[config.mk]
export PLATFORM = sky130hd
export DESIGN_NAME = i2csb_top
export DESIGN_NICKNAME = d
export VERILOG_FILES = /design/src/i2csb_pkg.sv /design/src/i2csb_sync.sv /design/src/i2csb_top.sv
export SDC_FILE = /design/constraint.sdc
export NUM_CORES = 1
export LEC_CHECK = 0
export ABC_AREA = 1
export BUFFER_PORTS_ARGS = -buffer_cell sky130_fd_sc_hd__buf_2
export CORE_ASPECT_RATIO = 0.75
export CORE_MARGIN = 2
export CORE_UTILIZATION = 35
export CTS_BUF_LIST = sky130_fd_sc_hd__clkbuf_4 sky130_fd_sc_hd__clkbuf_8
export CTS_CLUSTER_DIAMETER = 200
export DETAILED_ROUTE_END_ITERATION = 16
export PLACE_DENSITY = 0.57
export SKIP_LAST_GASP = 1
export SYNTH_ARGS = -nofsm -noshare
export SYNTH_HDL_FRONTEND = slang
export SYNTH_HIERARCHICAL = 1
export SYNTH_SLANG_ARGS = --single-unit
[constraint.sdc]
create_clock -name mclk -period 2.15 [get_ports mclk]
set_input_delay 0.43 -clock mclk [delete_from_list [all_inputs] [get_ports mclk]]
set_output_delay 0.43 -clock mclk [all_outputs]
set_load 0.02 [all_outputs]
[src/i2csb_pkg.sv]
// Shared constants and types of the two-wire bus start, baud and status unit
package i2csb_pkg;

	// ==========================================
	// Widths
	localparam int ADDR_W = 3;
	localparam int DATA_W = 16;
	localparam int BAUD_W = 9;
	localparam int BYTE_W = 8;

	// ==========================================
	// Register offsets
	localparam logic [ADDR_W-1:0] OFS_CTRL = 3'h0;
	localparam logic [ADDR_W-1:0] OFS_STAT = 3'h1;
	localparam logic [ADDR_W-1:0] OFS_BAUD = 3'h2;
	localparam logic [ADDR_W-1:0] OFS_TXH = 3'h3;
	localparam logic [ADDR_W-1:0] OFS_RXH = 3'h4;
	localparam logic [ADDR_W-1:0] OFS_OWN = 3'h5;

	// ==========================================
	// Control fields
	localparam int BIT_ON = 15;
	localparam int BIT_GCEN = 7;
	localparam int BIT_START = 0;
	localparam logic [DATA_W-1:0] CTRL_RST = 16'h1000;
	localparam logic [DATA_W-1:0] CTRL_WMASK = 16'hbfff;

	// ==========================================
	// Status fields
	localparam int BIT_CLASH = 7;
	localparam int BIT_STOP = 4;
	localparam int BIT_SEEN = 3;
	localparam int BIT_RW = 2;
	localparam int BIT_RXF = 1;
	localparam int BIT_TXF = 0;

	// ==========================================
	// Reset values and counts
	localparam logic [BAUD_W-1:0] BAUD_RST = 9'h001;
	localparam logic [6:0] OWN_RST = 7'h00;
	localparam logic [6:0] GCALL_ADDR = 7'h00;
	localparam logic [3:0] BIT_LAST = 4'h7;
	localparam logic [3:0] BIT_ACK = 4'h8;

	// ==========================================
	// Start sequencer states
	typedef enum logic [2:0] {
		MS_IDLE = 3'h1,
		MS_SDA = 3'h2,
		MS_SCL = 3'h4
	} i2csb_mst_type;

endpackage

[src/i2csb_sync.sv]
// Two flip-flop synchroniser for one pin input
module i2csb_sync (
	// Clock and reset
	input wire logic mclk,
	input wire logic rst_n,
	// Pin and result
	input wire logic pin,
	output logic q
);
	logic meta;

	// Resets high so an idle bus line reads released
	always_ff @(posedge mclk or negedge rst_n) begin
		if (!rst_n) begin
			meta <= 1'b1;
			q <= 1'b1;
		end else begin
			meta <= pin;
			q <= meta;
		end
	end
endmodule // i2csb_sync

[src/i2csb_top.sv]
// Start generator, baud counter and low status bits of the two-wire bus unit
// Overview of operation
// - Stop flag set by Stop, cleared by Start
// - Start flag set by Start, cleared by Stop
// - Slave direction flag taken from address byte
// - Receive full set on load, cleared on read
// - Transmit full set on write, cleared when sent
// - Control bit 15 enables master and slave
// - Enable releases lines; master idle, slave monitors
// - Slave transaction needs Start then matching address
// - Enabled unit owns pins; released when off
// - Master event pulse on sequence completions
// - Slave event pulse on address and bytes
// - Baud counter loads, counts to zero, holds
// - Baud counter reloads while clock line held low
// - Bit time is two baud intervals
// - Transmit write during busy discarded, clash set
// - Request bits locked while Start runs
// - Start request counts, then drives data low
// - Second timeout drives clock low, ends Start
// - Own Start sets start flag, clears stop
// - Clash flag stays until software clears it
module i2csb_top
	import i2csb_pkg::*;
(
	// Clock and reset
	input wire logic mclk,
	input wire logic rst_n,
	// Register port
	input wire logic [ADDR_W-1:0] reg_addr,
	input wire logic [DATA_W-1:0] reg_wdata,
	input wire logic reg_wr,
	input wire logic reg_rd,
	output logic [DATA_W-1:0] reg_rdata,
	// Bus pins
	input wire logic sda_in,
	output logic sda_out,
	output logic sda_oe,
	input wire logic scl_in,
	output logic scl_out,
	output logic scl_oe,
	// Links to the byte and sequence logic
	output logic [DATA_W-1:0] control_reg,
	output logic [BYTE_W-1:0] tx_holding_reg,
	output logic tx_start,
	input wire logic tx_done,
	input wire logic tx_busy,
	input wire logic rx_load,
	input wire logic [BYTE_W-1:0] rx_byte_in,
	input wire logic [3:0] seq_done,
	input wire logic bus_collision,
	// Event pulses
	output logic master_event_irq,
	output logic slave_event_irq
);

	// ==========================================
	// Pin synchronisers
	logic sda_s;
	logic scl_s;
	logic sda_q;
	logic scl_q;

	i2csb_sync u_sda_sync (
		.mclk(mclk),
		.rst_n(rst_n),
		.pin(sda_in),
		.q(sda_s)
	);

	i2csb_sync u_scl_sync (
		.mclk(mclk),
		.rst_n(rst_n),
		.pin(scl_in),
		.q(scl_s)
	);

	always_ff @(posedge mclk or negedge rst_n) begin
		if (!rst_n) begin
			sda_q <= 1'b1;
			scl_q <= 1'b1;
		end else begin
			sda_q <= sda_s;
			scl_q <= scl_s;
		end
	end

	// ==========================================
	// State declarations
	i2csb_mst_type mst;
	i2csb_mst_type next_mst;
	logic [BAUD_W-1:0] baud_reload_reg;
	logic [BAUD_W-1:0] baud_cnt;
	logic [BYTE_W-1:0] rx_holding_reg;
	logic [6:0] own_addr;
	logic [6:0] shift;
	logic [3:0] bit_cnt;
	logic stop_seen;
	logic start_seen;
	logic slave_rw;
	logic rx_full_flag;
	logic tx_full_flag;
	logic write_clash_flag;
	logic in_frame;
	logic addr_phase;
	logic slave_act;

	// ==========================================
	// Register decode
	wire module_on = control_reg[BIT_ON];
	wire ctrl_wr = reg_wr && (reg_addr == OFS_CTRL);
	wire stat_wr = reg_wr && (reg_addr == OFS_STAT);
	wire baud_wr = reg_wr && (reg_addr == OFS_BAUD);
	wire tx_wr = reg_wr && (reg_addr == OFS_TXH);
	wire own_wr = reg_wr && (reg_addr == OFS_OWN);
	wire rx_rd = reg_rd && (reg_addr == OFS_RXH);
	wire start_busy = (mst != MS_IDLE);

	// No queueing: a write that finds the unit busy is dropped, not held
	wire tx_reject = tx_wr && (start_busy || tx_busy);
	wire tx_accept = tx_wr && !tx_reject;

	// ==========================================
	// Start sequencer steps
	wire baud_zero = (baud_cnt == '0);
	wire sda_step = module_on && (mst == MS_SDA) && scl_s && baud_zero;
	wire scl_step = (mst == MS_SCL) && scl_s && baud_zero;
	wire start_clr = scl_step || !module_on;

	// Self-clearing request bits; a write in the same cycle wins unless Start runs, then the clear wins
	wire [DATA_W-1:0] hc_clr = {11'h000, seq_done, start_clr};
	wire [DATA_W-1:0] ctrl_keep = control_reg & ~hc_clr;
	wire [DATA_W-1:0] ctrl_wval = reg_wdata & CTRL_WMASK;
	wire [DATA_W-1:0] ctrl_w = start_busy ?
		{ctrl_wval[15:5], ctrl_keep[4:0]} : ctrl_wval;
	wire [DATA_W-1:0] next_ctrl = ctrl_wr ? ctrl_w : ctrl_keep;
	wire sen_go = ctrl_wr && !start_busy && ctrl_wval[BIT_ON]
		&& ctrl_wval[BIT_START];
	wire req_go = ctrl_wr && !start_busy && (ctrl_wval[4:1] != 4'h0);

	// ==========================================
	// Baud counter
	// A held-low clock line keeps reloading, so timing restarts on release
	wire baud_load = sen_go || (start_busy && (!scl_s || baud_zero));
	wire [BAUD_W-1:0] next_baud = baud_load ? baud_reload_reg :
		(baud_zero ? baud_cnt : baud_cnt - 1'b1);

	always_comb begin
		case (mst)
			MS_IDLE: next_mst = sen_go ? MS_SDA : MS_IDLE;
			MS_SDA: next_mst = !module_on ? MS_IDLE : (sda_step ? MS_SCL : MS_SDA);
			MS_SCL: next_mst = start_clr ? MS_IDLE : MS_SCL;
			default: next_mst = MS_IDLE;
		endcase
	end

	// ==========================================
	// Pin drive
	// Lines stay low after Start until the next request hands them over
	wire release_hold = tx_accept || req_go || sen_go;
	wire next_sda_oe = module_on && (sda_step || (sda_oe && !release_hold));
	wire next_scl_oe = module_on && (scl_step || (scl_oe && !release_hold));

	// ==========================================
	// Bus condition and slave monitor
	wire start_cond = module_on && scl_s && scl_q && sda_q && !sda_s;
	wire stop_cond = module_on && scl_s && scl_q && !sda_q && sda_s;
	wire scl_rise = module_on && in_frame && scl_s && !scl_q;
	wire byte_done = scl_rise && (bit_cnt == BIT_LAST);
	wire [BYTE_W-1:0] got_byte = {shift, sda_s};
	wire addr_match = (got_byte[7:1] == own_addr)
		|| (control_reg[BIT_GCEN] && (got_byte[7:1] == GCALL_ADDR));
	wire addr_hit = byte_done && addr_phase && addr_match;
	wire data_hit = byte_done && !addr_phase && slave_act;
	wire slv_rx = addr_hit || (data_hit && !slave_rw);
	wire rx_set = slv_rx || rx_load;
	wire [3:0] next_bit = start_cond ? 4'h0 :
		(!scl_rise ? bit_cnt : ((bit_cnt == BIT_ACK) ? 4'h0 : bit_cnt + 4'h1));

	// ==========================================
	// Status flags; hardware set wins over any clear
	wire next_rxf = rx_set || (rx_full_flag && !rx_rd);
	wire next_txf = tx_accept || (tx_full_flag && !tx_done);
	wire clash_clr = stat_wr && !reg_wdata[BIT_CLASH];
	wire next_clash = tx_reject || (write_clash_flag && !clash_clr);
	wire next_mirq = scl_step || (seq_done != 4'h0) || bus_collision;
	wire next_sirq = addr_hit || data_hit;

	// ==========================================
	// Read mux
	wire [DATA_W-1:0] stat_word = {8'h00, write_clash_flag, 2'h0, stop_seen,
		start_seen, slave_rw, rx_full_flag, tx_full_flag};
	wire [DATA_W-1:0] rd_mux =
		(reg_addr == OFS_CTRL) ? control_reg :
		(reg_addr == OFS_STAT) ? stat_word :
		(reg_addr == OFS_BAUD) ? {7'h00, baud_reload_reg} :
		(reg_addr == OFS_TXH) ? {8'h00, tx_holding_reg} :
		(reg_addr == OFS_RXH) ? {8'h00, rx_holding_reg} :
		(reg_addr == OFS_OWN) ? {9'h000, own_addr} : 16'h0000;

	// ==========================================
	// Software registers
	always_ff @(posedge mclk or negedge rst_n) begin
		if (!rst_n) begin
			control_reg <= CTRL_RST;
			baud_reload_reg <= BAUD_RST;
			own_addr <= OWN_RST;
			tx_holding_reg <= 8'h00;
			reg_rdata <= 16'h0000;
		end else begin
			control_reg <= next_ctrl;
			if (baud_wr)
				baud_reload_reg <= reg_wdata[BAUD_W-1:0];
			if (own_wr)
				own_addr <= reg_wdata[6:0];
			if (tx_accept)
				tx_holding_reg <= reg_wdata[BYTE_W-1:0];
			reg_rdata <= reg_rd ? rd_mux : 16'h0000;
		end
	end

	// ==========================================
	// Start sequencer and pins
	always_ff @(posedge mclk or negedge rst_n) begin
		if (!rst_n) begin
			mst <= MS_IDLE;
			baud_cnt <= '0;
			sda_oe <= 1'b0;
			scl_oe <= 1'b0;
			sda_out <= 1'b0;
			scl_out <= 1'b0;
			tx_start <= 1'b0;
			master_event_irq <= 1'b0;
		end else begin
			mst <= next_mst;
			baud_cnt <= next_baud;
			sda_oe <= next_sda_oe;
			scl_oe <= next_scl_oe;
			sda_out <= 1'b0;
			scl_out <= 1'b0;
			tx_start <= tx_accept;
			master_event_irq <= next_mirq;
		end
	end

	// ==========================================
	// Bus condition flags
	always_ff @(posedge mclk or negedge rst_n) begin
		if (!rst_n) begin
			stop_seen <= 1'b0;
			start_seen <= 1'b0;
		end else if (start_cond) begin
			start_seen <= 1'b1;
			stop_seen <= 1'b0;
		end else if (stop_cond) begin
			start_seen <= 1'b0;
			stop_seen <= 1'b1;
		end
	end

	// ==========================================
	// Slave address and byte tracking
	always_ff @(posedge mclk or negedge rst_n) begin
		if (!rst_n) begin
			in_frame <= 1'b0;
			addr_phase <= 1'b0;
			slave_act <= 1'b0;
			slave_rw <= 1'b0;
			bit_cnt <= 4'h0;
			shift <= 7'h00;
		end else begin
			bit_cnt <= next_bit;
			if (scl_rise)
				shift <= got_byte[6:0];
			if (start_cond || stop_cond || !module_on) begin
				in_frame <= start_cond;
				addr_phase <= start_cond;
				slave_act <= 1'b0;
			end else if (byte_done && addr_phase) begin
				addr_phase <= 1'b0;
				slave_act <= addr_match;
			end
			if (addr_hit)
				slave_rw <= got_byte[0];
		end
	end

	// ==========================================
	// Holding flags and slave events
	always_ff @(posedge mclk or negedge rst_n) begin
		if (!rst_n) begin
			rx_full_flag <= 1'b0;
			tx_full_flag <= 1'b0;
			write_clash_flag <= 1'b0;
			rx_holding_reg <= 8'h00;
			slave_event_irq <= 1'b0;
		end else begin
			rx_full_flag <= next_rxf;
			tx_full_flag <= next_txf;
			write_clash_flag <= next_clash;
			if (rx_set)
				rx_holding_reg <= slv_rx ? got_byte : rx_byte_in;
			slave_event_irq <= next_sirq;
		end
	end
endmodule // i2csb_top

After elaboration in Yosys (flattened, before gate mapping)
Cells that the tools add are included.
{ "word_totals": {"ff_bits": 107, "input_bits": 41, "word_cells": 158} }
{ "op_classes": {"addsub": 2, "eq_ne": 13, "n_mux": 28, "bitwise_logic": 2, "n_reduce_logical": 83} }
{ "op_table": {"columns": ["operator", "count"], "rows": [
  ["16-bit two-way mux", 3],
  ["1-bit logical AND", 42],
  ["9-bit two-way mux", 4],
  ["8-bit two-way mux", 3],
  ["1-bit logical OR", 19],
  ["16-bit bitwise AND", 1],
  ["5-bit NOT with 16-bit output", 1],
  ["1-bit zero test", 14],
  ["4-bit two-way mux", 3],
  ["3-bit by 2-bit equality test with 1-bit output, second input constant", 3],
  ["3-bit equality test, second input constant", 3],
  ["9-bit zero test", 1],
  ["3-bit two-way mux", 3],
  ["3-bit case mux with 3 select lines", 1],
  ["9-bit by 1-bit subtractor with 9-bit output, second input constant", 1],
  ["1-bit two-way mux", 8],
  ["4-bit nonzero test", 2],
  ["7-bit equality test", 1],
  ["7-bit zero test", 1],
  ["7-bit two-way mux", 1],
  ["3-bit by 1-bit equality test with 1-bit output, second input constant", 2],
  ["2-bit nonzero test", 3],
  ["5-bit two-way mux", 1],
  ["4-bit by 1-bit adder with 4-bit output, second input constant", 1],
  ["other kinds (6)", 6]
]} }

Depth between registers and ports, before layout
Gate-level depths: netlist (run 1).
{ "depth": {"word_depth": 11, "depth_mapped": 12, "ltp_nobuf": 12} }

Modules after synthesis
The synthesis (run 1) kept the hierarchy.
{ "modules_own_cells": {"columns": ["mod", "n_inst", "cells_per_inst", "area_per_inst_um2", "seq_area_each_um2"], "rows": [
  ["i2csb_top", 1, 568, 4788.3, 2558.7],
  ["i2csb_sync", 2, 2, 52.6, 52.6]
]} }

Worst setup path after synthesis (run 1)
Ideal clock, no wire load.
{ "synth_timing": {"path_type": "flip-flop to flip-flop", "start": "register control_reg[15]", "end": "register rx_holding_reg[0]", "t_arrival_ps": 1506, "setup_slack_ps": 526, "stages_incl_launch_ff": 9, "n_path_buf": 1, "period_less_slack_ps": 1624, "path_cell_list": "dfrtp_1 -> nand4_4 -> nor3_4 -> nand2_2 -> inv_2 -> nand2_2 -> buf_2 -> nand4_1 -> nand2_1"} }
{ "synth_between": {"elab_chain_cells": 9, "word_cells_on_any_way": 12} }
{ "synth_lines": {"columns": ["item", "line", "rtl"], "rows": [
  ["from (decl)", "i2csb_top.sv:43", "output logic [DATA_W-1:0] control_reg,"],
  ["from (signal assigned)", "i2csb_top.sv:211", "control_reg <= next_ctrl;"],
  ["1-bit logical AND (*) (3 in series)", "i2csb_top.sv:168", "wire scl_rise = module_on && in_frame && scl_s && !scl_q;"],
  ["1-bit logical AND (*)", "i2csb_top.sv:169", "wire byte_done = scl_rise && (bit_cnt == BIT_LAST);"],
  ["1-bit logical AND (2 in series)", "i2csb_top.sv:174", "wire data_hit = byte_done && !addr_phase && slave_act;"],
  ["1-bit logical AND", "i2csb_top.sv:175", "wire slv_rx = addr_hit || (data_hit && !slave_rw);"],
  ["1-bit logical OR (*)", "i2csb_top.sv:175", null],
  ["8-bit two-way mux / 1-bit logical OR (equally long branches)", "i2csb_top.sv:302, i2csb_top.sv:176", null],
  ["to (signal assigned)", "i2csb_top.sv:302", "rx_holding_reg <= slv_rx ? got_byte : rx_byte_in;"],
  ["to (decl)", "i2csb_top.sv:94", "logic [BYTE_W-1:0] rx_holding_reg;"]
]} }
Every way passes the cells marked *; elsewhere a longest branch is shown, timed or not.
A chain may end at the register's enable or synchronous reset.

Worst setup path after layout (run 1)
{ "layout_timing": {"start": "register baud_cnt[0]", "end": "register baud_cnt[0]"} }
{ "layout_between": {"elab_chain_cells": 5, "word_cells_on_any_way": 8} }
{ "layout_lines": {"columns": ["item", "line", "rtl"], "rows": [
  ["from (decl)", "i2csb_top.sv:93", "logic [BAUD_W-1:0] baud_cnt;"],
  ["from (signal assigned)", "i2csb_top.sv:236", "baud_cnt <= next_baud;"],
  ["parallel branches: the longest is 5 deep, another holds 9-bit by 1-bit subtractor with 9-bit output", null, null]
]} }
Several ways; the timed one is not identified. The select of a mux whose other input is x is not followed.

==> key figures, run 1 <==
Outcome
  – Outcome: completed

Power
  – VDD IR max: around 0.44 mV
  – NetSw: around 1.7 mW
  – Pwr dens: around 860 nW/um2
  – Gate power share: a little under a quarter
  – Clk pwr share: ~25%
  – Internal power: about 3.2 mW
  – Switching part of the total power: roughly a third
  – Sequential Power Share: 52.1%
  – Pwr Total: 4.93 mW
  – LEAKAGE: approximately 3 nW

Floorplan
  – FP Rows: 37
  – Width of the chip: roughly 140 um
  – Initial Util: between 30% and 40%
  – Die H: about 110 um
  – # IOs: just under 90
  – Core Box Area: ~14000 um2
  – Die area: approximately 15000 um2

Timing
  – Worst slew pin tran: 0.528 ns
  – Final min period: roughly 1.9 ns
  – Fin crit share: between 90% and 100%
  – RSZ-0062 raised after global routing: false
  – Slew HR: between 60 and 70%
  – Maximum clock frequency: 514 MHz
  – Final Skew: around 0.013 ns
  – Final Max Slew Viols: 0
  – # setup viols final: 0
  – Hold Violations, Final: 0
  – Setup TNS: 0 ns

GRT
  – Tot GR Track Use: 17.3%
  – Largest net degree at the start of global routing: 39
  – Vias in the first global route: about 4100
  – Initial antenna violation count: 0
  – Total gr overflow: 0
  – First-pass GRT wire length: approximately 20000 um

Final layout
  – Layout cells sized above 1: 20.4%
  – Layout area overhead: 17.5%
  – Final nets: around 710
  – Final core utilization: 42.0%
  – Ant diodes: 0
  – Largest register FFs: 16
  – # fillers: 1409

Critical path
  – CP delay by family, top: simple AND/OR/NAND/NOR gates
  – Worst Path Arrival: approximately 2.2 ns
  – CP max stage delay: slightly below 0.4 ns
  – Critical-path top delay cell: dfrtp_1
  – WP data required: 2.42 ns
  – Critical Path Most Common Cell: nand2_1
  – Critical Path Start Type: flip-flop
  – WP buf/inv: 2
  – CP Depth: 11
  – Critical path type: flip-flop to flip-flop
  – Crit Path Max Fanout: 12
  – Worst-case reg-to-reg path depth: 11
  – Crit path cell chain: inv_1, ha_1, nand2_1, nor2_1, nand2_1, nand2_1, nand2_1, nand2_2, inv_1, nor2_1, o21ai_1
  – Worst Setup End Kind: flip-flop

Place
  – # port buffers: a little over 80
  – Post-DP HPWL: 9510 um
  – GPL Wtd Cong: around 0.88

Logic synthesis
  – Share of Yosys cell area claimed by the top area cell type: approximately half
  – Area leader, netlist: dfrtp_1
  – Synth Instances: 572
  – Yosys warns: 6
  – Yosys cell types: slightly above 40
  – Top FF cell, synth: dfrtp_1
  – Synth async-reset ratio: 100%
  – Avg Cell Area, Syn: ~8.6 um2
  – Part of the Yosys area used for sequential elements: between 50% and 60%
  – Post-synth EDFFs: 0
  – Top area cells in the synthesized netlist: dfrtp_1 50%, nand2_1 14%, o21ai_0 6.6%, dfstp_2 4.8%, inv_1 4.2%
  – Cell Area, Synth: 4890 um2
  – FF+latch count, synth: 106

Drt
  – Antenna Nets Post-Route: 0
  – Post-Route WL: between 10000 and 15000 um
  – Initial DRC Count: ~250
  – Post-route DRC: 0
  – Via count: 4115
  – TritonRoute pass-1 iters: 5
  – Via density: 4.88
  – WL per Instance: between 10 and 15 um

Clock network
  – Worst-Skew Late Latency: approximately 0.38 ns
  – Resize count post-CTS: 0
  – CTS tree: yes
  – Clock sinks: approximately 110
  – Clock slew at reported path FFs: 0.10 ns
  – Post-CTS setup buffers: 0
  – H-tree levels: 3
  – Clk buf depth: 2
  – Root buf cell: clkbuf_8
  – CTS buffer count: 9
  – Hold_buf cts: 0

Hold path
  – Worst Hold Class: input port to async pin

Run
  – Max Cap Viol: 0
cells in the mapped netlist (2+ instances only):
cell	count
ha_1	3
xnor2_1	5
inv_1	55
buf_6	3
inv_2	2
xor2_1	2
nor2_1	29
o31ai_1	5
dfstp_2	9
clkbuf_1	10
o21ai_0	65
buf_4	3
nand3_1	31
nand2_4	2
o211ai_1	3
a21oi_1	15
nand2_1	178
nand3_2	2
nand3b_1	5
nor3_1	8
nand2_2	4
clkinv_1	2
nand4_1	12
a211oi_1	4
nand4_4	2
o21ai_1	2
dfrtp_1	97
power groups by stage:
stage,Sequential [mW],Combinational [mW],Clock (mW)
after floorplan,2.67,0.668,0
after global routing,2.61,1.32,1.34
final,2.57,1.15,1.21
after global placement,2.61,1.12,0
after detailed placement,2.61,1.16,0
after CTS,2.57,1.16,1.25
layer usage:
metal	routed length (um)	vias up	GRT usage, %
met5	0	-	0
met4	125	0	4.21
met3	602	9	3.47
met2	5900	96	28.0
met1	5730	1974	23.9
li1	-	2036	-
worst reg2reg max path, stage by stage (launching register included):
cell and delay, ns:
dfrtp_1 0.39, inv_1 0.11, ha_1 0.22, nand2_1 0.10, nor2_1 0.17, nand2_1 0.15
nand2_1 0.09, nand2_1 0.06, nand2_2 0.19, inv_1 0.18, nor2_1 0.12, o21ai_1 0.07
placed cells by master (no fill, tap or decap), types with 10 or more instances in the layout:
| cell type | instances |
|---|---|
| nand2_1 | 178 |
| dfrtp_1 | 97 |
| buf_2 | 82 |
| o21ai_0 | 65 |
| inv_1 | 55 |
| nand3_1 | 31 |
| nor2_1 | 29 |
| a21oi_1 | 15 |
| nand4_1 | 12 |
| buf_4 | 11 |
| clkbuf_8 | 10 |
worst paths after layout:
path | from | slack (ns) | end
max | baud_cnt[0] | 0.20 | baud_cnt[0]
min | rst_n | 0.02 | mst[1]
max reg2reg | baud_cnt[0] | 0.20 | baud_cnt[0]
min reg2reg | u_scl_sync/meta | 0.36 | u_scl_sync/q
max in group asynchronous | rst_n | 1.48 | baud_reload_reg[0]
min in group mclk | sda_in | 0.15 | u_sda_sync/meta
cells by family (layout without fill, tap and decap cells):
family	Yosys count	in the layout	synth area share, %
other	1	4	0.0766
xor gates and xnor gates	7	7	1.25
DFF	106	106	54.4
and+or+nand+nor	278	278	25.6
AOI/OAI and AO/OA	100	100	11.2
buffers and inverters	77	170	6.62
adders and majority gates	3	3	0.767
per-stage QoR:
| stage | setup WS [ns] | hold WS [ns] | std cells | instance area, um2 |
|---|---|---|---|---|
| 2_1_floorplan | 0.526 | 0.134 | 575 | 4900 |
| 3_3_place_gp | 0.228 | 0.347 | 827 | 5550 |
| 3_5_place_dp | 0.213 | 0.348 | 827 | 5550 |
| 4_1_cts | 0.196 | 0.0270 | 843 | 5750 |
| 5_1_grt | 0.00573 | 0.0429 | 843 | 5750 |
| 6_report | 0.203 | 0.0192 | 843 | 5750 |
final cells by class:
class | instances | area, um2 | area share (%)
sequential | 106 | 2660 | 46.3
multi-input combinational | 392 | 1920 | 33.3
timing repair buffer | 95 | 533 | 9.27
inverter | 59 | 221 | 3.85
tap | 175 | 219 | 3.81
clock buffer | 10 | 138 | 2.39
clock inverter | 6 | 57.6 | 1.00
Power figures use the tool's default switching activity.
==> inputs of run 2 (changes only) <==
--- a/config.mk
+++ b/config.mk
@@ -9,11 +9,12 @@
 export BUFFER_PORTS_ARGS = -buffer_cell sky130_fd_sc_hd__buf_2
 export CORE_ASPECT_RATIO = 0.75
 export CORE_MARGIN = 2
-export CORE_UTILIZATION = 35
-export CTS_BUF_LIST = sky130_fd_sc_hd__clkbuf_4 sky130_fd_sc_hd__clkbuf_8
+export CORE_UTILIZATION = 45
+export CTS_BUF_LIST = sky130_fd_sc_hd__clkbuf_8
 export CTS_CLUSTER_DIAMETER = 200
 export DETAILED_ROUTE_END_ITERATION = 16
-export PLACE_DENSITY = 0.57
+export PLACE_DENSITY = 0.7
+export SKIP_CTS_REPAIR_TIMING = 1
 export SKIP_LAST_GASP = 1
 export SYNTH_ARGS = -nofsm -noshare
 export SYNTH_HDL_FRONTEND = slang
==> run 2 against run 1 <==
Against the previous run:
- fmax grew 1.5%
- critical path type unchanged
- clock skew fell by 0.0010 ns
- die area shrank 22%
- core utilization up 13 points
- worst setup slack better by 0.028 ns
- hold slack better by 0.014 ns
- sequential share of layout area up 0.16 points
- first-iteration DRC count increased by 40%
- sequential power about the same
- combinational power about the same
==> key figures, run 2 (same netlist as run 1, synthesis figures left out) <==
GRT
  – Tot GR Track Use: 21.4% (+4.2 points)
  – First-pass GRT wire length: 19800 um (-2.5%)
  – Total gr overflow: 0 (unchanged)
  – Vias in the first global route: 3954 (-2.4%)
  – Initial antenna violation count: 0 (unchanged)
  – Largest net degree at the start of global routing: 43 (+10%)

Critical path
  – Critical-path top delay cell: dfrtp_1
  – Worst Setup End Kind: flip-flop
  – CP max stage delay: 0.39 ns (about the same)
  – Crit path cell chain: inv_1, ha_1, nand2_1, nor2_1, nand2_1, nand2_1, nand2_1, nand2_2, inv_2, nor2_1, o21ai_1
  – Launch point of the worst reg-to-reg path: baud_cnt[0]
  – Worst-case reg-to-reg path depth: 11 (unchanged)
  – FF-to-FF setup slack: 0.23 ns (+0.03 ns)
  – WP data required: 2.42 ns (about the same)
  – Critical path type: flip-flop to flip-flop
  – Worst R2R End: baud_cnt[0]
  – Critical Path Start Type: flip-flop
  – Worst Path Arrival: 2.19 ns (-0.02 ns)
  – Crit Path Max Fanout: 12 (unchanged)
  – Critical Path Most Common Cell: nand2_1

Outcome
  – Outcome: completed

Final layout
  – Final nets: 710 (+0.42%)
  – Largest register FFs: 16 (unchanged)
  – Most frequent cells in the layout: 178 x nand2_1, 97 x dfrtp_1, 82 x buf_2
  – Layout area overhead: 17.1%
  – Layout cells sized above 1: 20.9% (+0.51 points)
  – Ant diodes: 0 (unchanged)
  – Most common cell after layout, fill and taps aside: nand2_1

Power
  – Internal power: 3.24 mW (+0.48%)
  – Switching part of the total power: 34.2% (-0.43 points)
  – VDD IR max: 0.429 mV (-1.7%)
  – NetSw: 1.68 mW (-1.4%)
  – Clk pwr share: 24.0% (-0.6 points)
  – Sequential Power Share: 52.1% (about the same)
  – Pwr dens: 859 nW/um2 (+0.18%)
  – Gate power share: 23.9% (+0.6 points)
  – LEAKAGE: 2.98 nW (+0.42%)

Timing
  – # setup viols final: 0 (unchanged)
  – Final min period: 1.92 ns (-0.0282 ns)
  – Final Max Slew Viols: 0 (unchanged)
  – Worst hold margin: 0.0336 ns (+0.0144 ns)
  – Slew HR: 63.1% (-1.7 points)
  – Setup TNS: 0 ns (unchanged)
  – Worst slew pin tran: 0.553 ns (+0.0255 ns)
  – Fin crit share: 89.2% (-1.3 points)
  – Hold Violations, Final: 0 (unchanged)
  – Maximum clock frequency: 521 MHz (+1.5%)
  – RSZ-0062 raised after global routing: false
  – Final Skew: 0.0124 ns (-0.000996 ns)

Floorplan
  – Core Box Area: 10500 um2 (-24%)
  – FP Rows: 32 (-14%)
  – Initial Util: 46.8% (+11 points)
  – Width of the chip: 124 um (-11%)
  – Die H: 94.3 um (-11%)
  – # IOs: 88 (unchanged)
  – Die area: 11700 um2 (-22%)

Drt
  – TritonRoute pass-1 iters: 5 (unchanged)
  – Via count: 4128 (+0.32%)
  – WL per Instance: 14.8 um (+1.0%)
  – Antenna Nets Post-Route: 0 (unchanged)
  – Post-Route WL: 12000 um (-3.3%)
  – Post-route DRC: 0 (unchanged)
  – Via density: 5.12 (+4.8%)
  – Initial DRC Count: 343 (+40%)

Place
  – # port buffers: 83 (unchanged)
  – Post-DP HPWL: 8990 um (-5.5%)
  – GPL Wtd Cong: 0.882 (+0.34%)

Hold path
  – Worst Hold Class: input port to async pin

Clock network
  – Worst-Skew Late Latency: 0.37 ns (about the same)
  – Clk buf depth: 2 (unchanged)
  – CTS tree: yes
  – Clock slew at reported path FFs: 0.10 ns (about the same)
  – CTS buffer count: 9 (unchanged)
  – Clock sinks: 106 (unchanged)
  – Root buf cell: clkbuf_8
  – H-tree levels: 3 (unchanged)

Run
  – Max Cap Viol: 0 (unchanged)
-- run 2: critical path, delay by kind of cell, from the launching register on --
family,cells,cell delay (ns)
AND/OR/NAND/NOR,7,0.90
adder cells (fa/ha/maj),1,0.22
flip-flops,1,0.39
AO/OA/AOI/OAI,1,0.07
buffers and inverters,2,0.23
-- run 2: how the worst max path moves through the flow --
stage	start	to	slack, ns	cells after the start
finish	baud_cnt[0]	baud_cnt[0]	0.23	11
global route	baud_cnt[0]	baud_cnt[0]	0.04	11
CTS	baud_cnt[0]	baud_cnt[0]	0.17	11
detailed placement	baud_cnt[0]	baud_cnt[0]	0.19	11
global placement	reg_addr[2]	baud_cnt[0]	0.25	11
floorplan	control_reg[15]	rx_holding_reg[0]	0.53	8
-- run 2: cell type report --
| class | count | area (um2) |
|---|---|---|
| timing repair buffer | 98 | 568 |
| inverter | 59 | 221 |
| fill | 960 | 4720 |
| clock buffer | 11 | 151 |
| tap | 136 | 170 |
| sequential | 106 | 2660 |
| clock inverter | 5 | 37.5 |
| multi-input combinational | 392 | 1920 |
-- run 2: layer usage --
layer	vias up	track usage (%)	part of all wire, %
met3	10	4.90	5.1
li1	2043	-	-
met2	94	34.7	46
met4	0	5.24	1.2
met5	-	0	0
met1	1981	29.6	48
-- run 2: metrics by stage --
step / std cells / setup slack [ns] / instance area [um2] / power [mW] / util [%]
final: 807 / 0.232 / 5730 / 4.92 / 54.8
after global routing: 807 / 0.0383 / 5730 / 5.22 / 54.8
after global placement: 791 / 0.246 / 5540 / 3.72 / 53.0
after detailed placement: 791 / 0.191 / 5540 / 3.77 / 53.0
after floorplan: 575 / 0.526 / 4900 / 3.34 / -
after CTS: 807 / 0.167 / 5730 / 4.95 / 54.8
-- run 2: power by group through the flow --
stage	clock network [mW]	registers, mW	logic [mW]
2_1_floorplan	0	2.67	0.668
3_3_place_gp	0	2.59	1.12
3_5_place_dp	0	2.60	1.17
4_1_cts	1.21	2.56	1.18
5_1_grt	1.29	2.61	1.33
6_report	1.18	2.56	1.18
==> inputs of run 3 (changes only) <==
--- a/config.mk
+++ b/config.mk
@@ -5,7 +5,6 @@
 export SDC_FILE = /design/constraint.sdc
 export NUM_CORES = 1
 export LEC_CHECK = 0
-export ABC_AREA = 1
 export BUFFER_PORTS_ARGS = -buffer_cell sky130_fd_sc_hd__buf_2
 export CORE_ASPECT_RATIO = 0.75
 export CORE_MARGIN = 2
@@ -13,7 +12,7 @@
 export CTS_BUF_LIST = sky130_fd_sc_hd__clkbuf_8
 export CTS_CLUSTER_DIAMETER = 200
 export DETAILED_ROUTE_END_ITERATION = 16
-export PLACE_DENSITY = 0.7
+export PLACE_DENSITY = 0.77
 export SKIP_CTS_REPAIR_TIMING = 1
 export SKIP_LAST_GASP = 1
 export SYNTH_ARGS = -nofsm -noshare
==> run 3 against run 2 <==
Against the previous run:
- the run now ends with hold timing left
- clock-buffer cell count shrank 1
- register-to-register slack lost 0.19 ns
- die area shrank 1.3%
- via count shrank 7.4%
- critical path type unchanged
==> key figures, run 3 <==
Timing
  – Hold Violations, Final: 17 (+17)
  – Final Skew: 0.00687 ns (-0.00554 ns)
  – Setup TNS: 0 ns (unchanged)
  – Final min period: 2.10 ns (+0.186 ns)
  – Worst hold margin: -0.00386 ns (-0.0374 ns)
  – RSZ-0062 raised after global routing: true
  – Fin worst setup slack: 0.0454 ns (-0.186 ns)
  – Worst slew pin tran: 0.714 ns (+0.161 ns)
  – # setup viols final: 0 (unchanged)
  – Final Max Slew Viols: 0 (unchanged)
  – Slew HR: 52.3% (-11 points)
  – Maximum clock frequency: 475 MHz (-8.9%)
  – Fin crit share: 97.9% (+8.7 points)

Critical path
  – Worst Setup End Kind: flip-flop
  – Crit. Startpoint: baud_cnt[1]
  – Critical Path Start Type: flip-flop
  – CP delay by family, top: simple AND/OR/NAND/NOR gates
  – Crit path cell chain: inv_1, ha_2, or4b_4, or2_4, or2_2, o221a_1
  – Crit Path Max Fanout: 3 (-9)
  – Launch point of the worst reg-to-reg path: baud_cnt[1]
  – FF-to-FF setup slack: 0.05 ns (-0.19 ns)
  – Worst R2R End: baud_cnt[1]
  – Worst Path Arrival: 2.38 ns (+0.19 ns)
  – Worst-case reg-to-reg path depth: 6 (-5)
  – CP Depth: 6 (-5)
  – Critical-path top delay cell: or4b_4
  – End of the critical path: baud_cnt[1]
  – WP data required: 2.42 ns (about the same)
  – CP max stage delay: 0.47 ns (+0.08 ns)
  – Critical path type: flip-flop to flip-flop
  – WP buf/inv: 1 (-1)

Logic synthesis
  – Post-synth EDFFs: 0 (unchanged)
  – Synth Instances: 461 (-19%)
  – Top FF cell, synth: dfrtp_1
  – Cell Area, Synth: 4830 um2 (-1.4%)
  – Share of Yosys cell area claimed by the top area cell type: 50.3% (+0.68 points)
  – Top area cells in the synthesized netlist: dfrtp_1 50%, nand2_1 7.9%, mux2_2 5.4%, dfstp_2 4.9%, mux2_1 2.3%
  – Part of the Yosys area used for sequential elements: 55.2% (+0.75 points)
  – Area leader, netlist: dfrtp_1
  – Avg Cell Area, Syn: 10.5 um2 (+22%)
  – Most frequent cell after synthesis: nand2_1
  – Yosys cell types: 58 (+41%)
  – Synth async-reset ratio: 100% (unchanged)
  – FF+latch count, synth: 106 (unchanged)
  – Yosys warns: 6 (unchanged)
  – Most frequent cells after synthesis: 102 x nand2_1, 97 x dfrtp_1, 23 x mux2_2, 23 x nor2_1, 17 x a21oi_1

Drt
  – Via density: 5.41 (+5.8%)
  – Post-Route WL: 11900 um (-0.45%)
  – Post-route DRC: 0 (unchanged)
  – Via count: 3822 (-7.4%)
  – WL per Instance: 16.9 um (+14%)
  – Antenna Nets Post-Route: 0 (unchanged)
  – Initial DRC Count: 233 (-32%)
  – TritonRoute pass-1 iters: 4 (-1)

Clock network
  – CTS buffer count: 9 (unchanged)
  – Clock sinks: 106 (unchanged)
  – CTS tree: yes
  – Clock slew at reported path FFs: 0.09 ns (about the same)
  – Root buf cell: clkbuf_8
  – H-tree levels: 3 (unchanged)
  – Clk buf depth: 2 (unchanged)
  – Worst-Skew Late Latency: 0.38 ns (about the same)

Final layout
  – Final nets: 609 (-14%)
  – Multi-input logic area: 2080 um2 (+8.5%)
  – Total area of sequential cells: 2660 um2 (unchanged)
  – # fillers: 903 (-5.9%)
  – Most frequent cells in the layout: 102 x nand2_1, 97 x dfrtp_1, 82 x buf_2
  – Most common cell after layout, fill and taps aside: nand2_1
  – Layout cells sized above 1: 29.5% (+8.6 points)
  – Largest register FFs: 16 (unchanged)
  – Ant diodes: 0 (unchanged)
  – Layout area overhead: 19.6%
  – Final cell count without fillers: 706 (-13%)

Floorplan
  – Die H: 93.7 um (-0.65%)
  – # IOs: 88 (unchanged)
  – Initial Util: 46.5% (-0.28 points)
  – Core Box Area: 10400 um2 (-0.77%)
  – Width of the chip: 124 um (-0.66%)
  – FP Rows: 32 (unchanged)
  – Die area: 11600 um2 (-1.3%)

GRT
  – Largest net degree at the start of global routing: 50 (+16%)
  – Tot GR Track Use: 22.0% (+0.53 points)
  – First-pass GRT wire length: 19100 um (-3.7%)
  – Initial antenna violation count: 0 (unchanged)
  – Total gr overflow: 0 (unchanged)
  – Vias in the first global route: 3741 (-5.4%)

Power
  – NetSw: 1.42 mW (-16%)
  – VDD IR max: 0.385 mV (-10%)
  – Clk pwr share: 25.7% (+1.7 points)
  – Pwr dens: 814 nW/um2 (-5.2%)
  – LEAKAGE: 2.77 nW (-7.2%)
  – Sequential Power Share: 53.4% (+1.3 points)
  – Switching part of the total power: 30.2% (-4.0 points)
  – Gate power share: 20.9% (-3.0 points)
  – Internal power: 3.28 mW (+1.4%)

Place
  – GPL Wtd Cong: 0.861 (-2.4%)
  – # placed instances: 688 (-13%)
  – Pre-CTS WS: 0.0118 ns (-0.179 ns)
  – # port buffers: 83 (unchanged)
  – Post-DP HPWL: 8750 um (-2.7%)

Hold path
  – Worst Hold Class: input port to async pin

Outcome
  – Outcome: finished with violations
  – Failing checks: hold timing

Run
  – Max Cap Viol: 0 (unchanged)
-- run 3: power by group through the flow --
stage	registers (mW)	clock network (mW)	logic, mW
after floorplan	2.59	0	0.510
after global placement	2.53	0	0.905
after detailed placement	2.54	0	0.942
after CTS	2.51	1.24	0.947
after global routing	2.55	1.32	1.09
final	2.51	1.21	0.982
-- run 3: routing by layer --
layer	GRT usage, %	routed length [um]	vias to the layer above	share of wire, %
met5	0	0	-	0
met4	7.01	205	0	1.7
met3	5.28	886	20	7.4
met2	33.0	5290	127	44
met1	31.4	5510	1869	46
li1	-	-	1806	-
-- run 3: worst register-to-register path, delay by kind of cell (launching register included) --
| kind | cells | cell delay [ns] |
|---|---|---|
| AND/OR/NAND/NOR | 3 | 1.07 |
| flip-flops | 1 | 0.42 |
| AO/OA/AOI/OAI | 1 | 0.23 |
| adder cells (fa/ha/maj) | 1 | 0.19 |
| buffers and inverters | 1 | 0.09 |
-- run 3: cell families after synthesis --
logic type / Yosys count / synth area share, %
AOI/OAI and AO/OA: 77 / 10.4
xor gates and xnor gates: 11 / 2.00
adders and majority gates: 3 / 0.778
buffers and inverters: 29 / 2.83
DFF: 106 / 55.2
muxes: 42 / 9.56
other: 1 / 0.0777
and+or+nand+nor: 192 / 19.2
-- run 3: worst min-delay path by stage --
stage	start	end	cells after the start
after floorplan	rst_n	addr_phase	0
after global placement	u_scl_sync/meta	u_scl_sync/q	0
after detailed placement	u_sda_sync/meta	u_sda_sync/q	0
after CTS	rst_n	tx_holding_reg[5]	1
after global routing	rst_n	reg_rdata[14]	1
final	rst_n	tx_start	1
-- run 3: area by class of cell --
type / instances / area share, %
flip-flops and latches: 106 / 46.1
multi-input cells: 329 / 36.0
repair buffers: 111 / 11.1
well taps: 136 / 2.95
clock buffers: 10 / 2.38
clock inverters: 6 / 0.889
inverters: 8 / 0.520
-- run 3: stage by stage --
stage	area, um2	util, %	total power, mW
floorplan	4840	-	3.10
global placement	5530	53.3	3.43
detailed placement	5530	53.3	3.49
CTS	5720	55.1	4.70
global route	5770	55.7	4.95
finish	5770	55.7	4.70
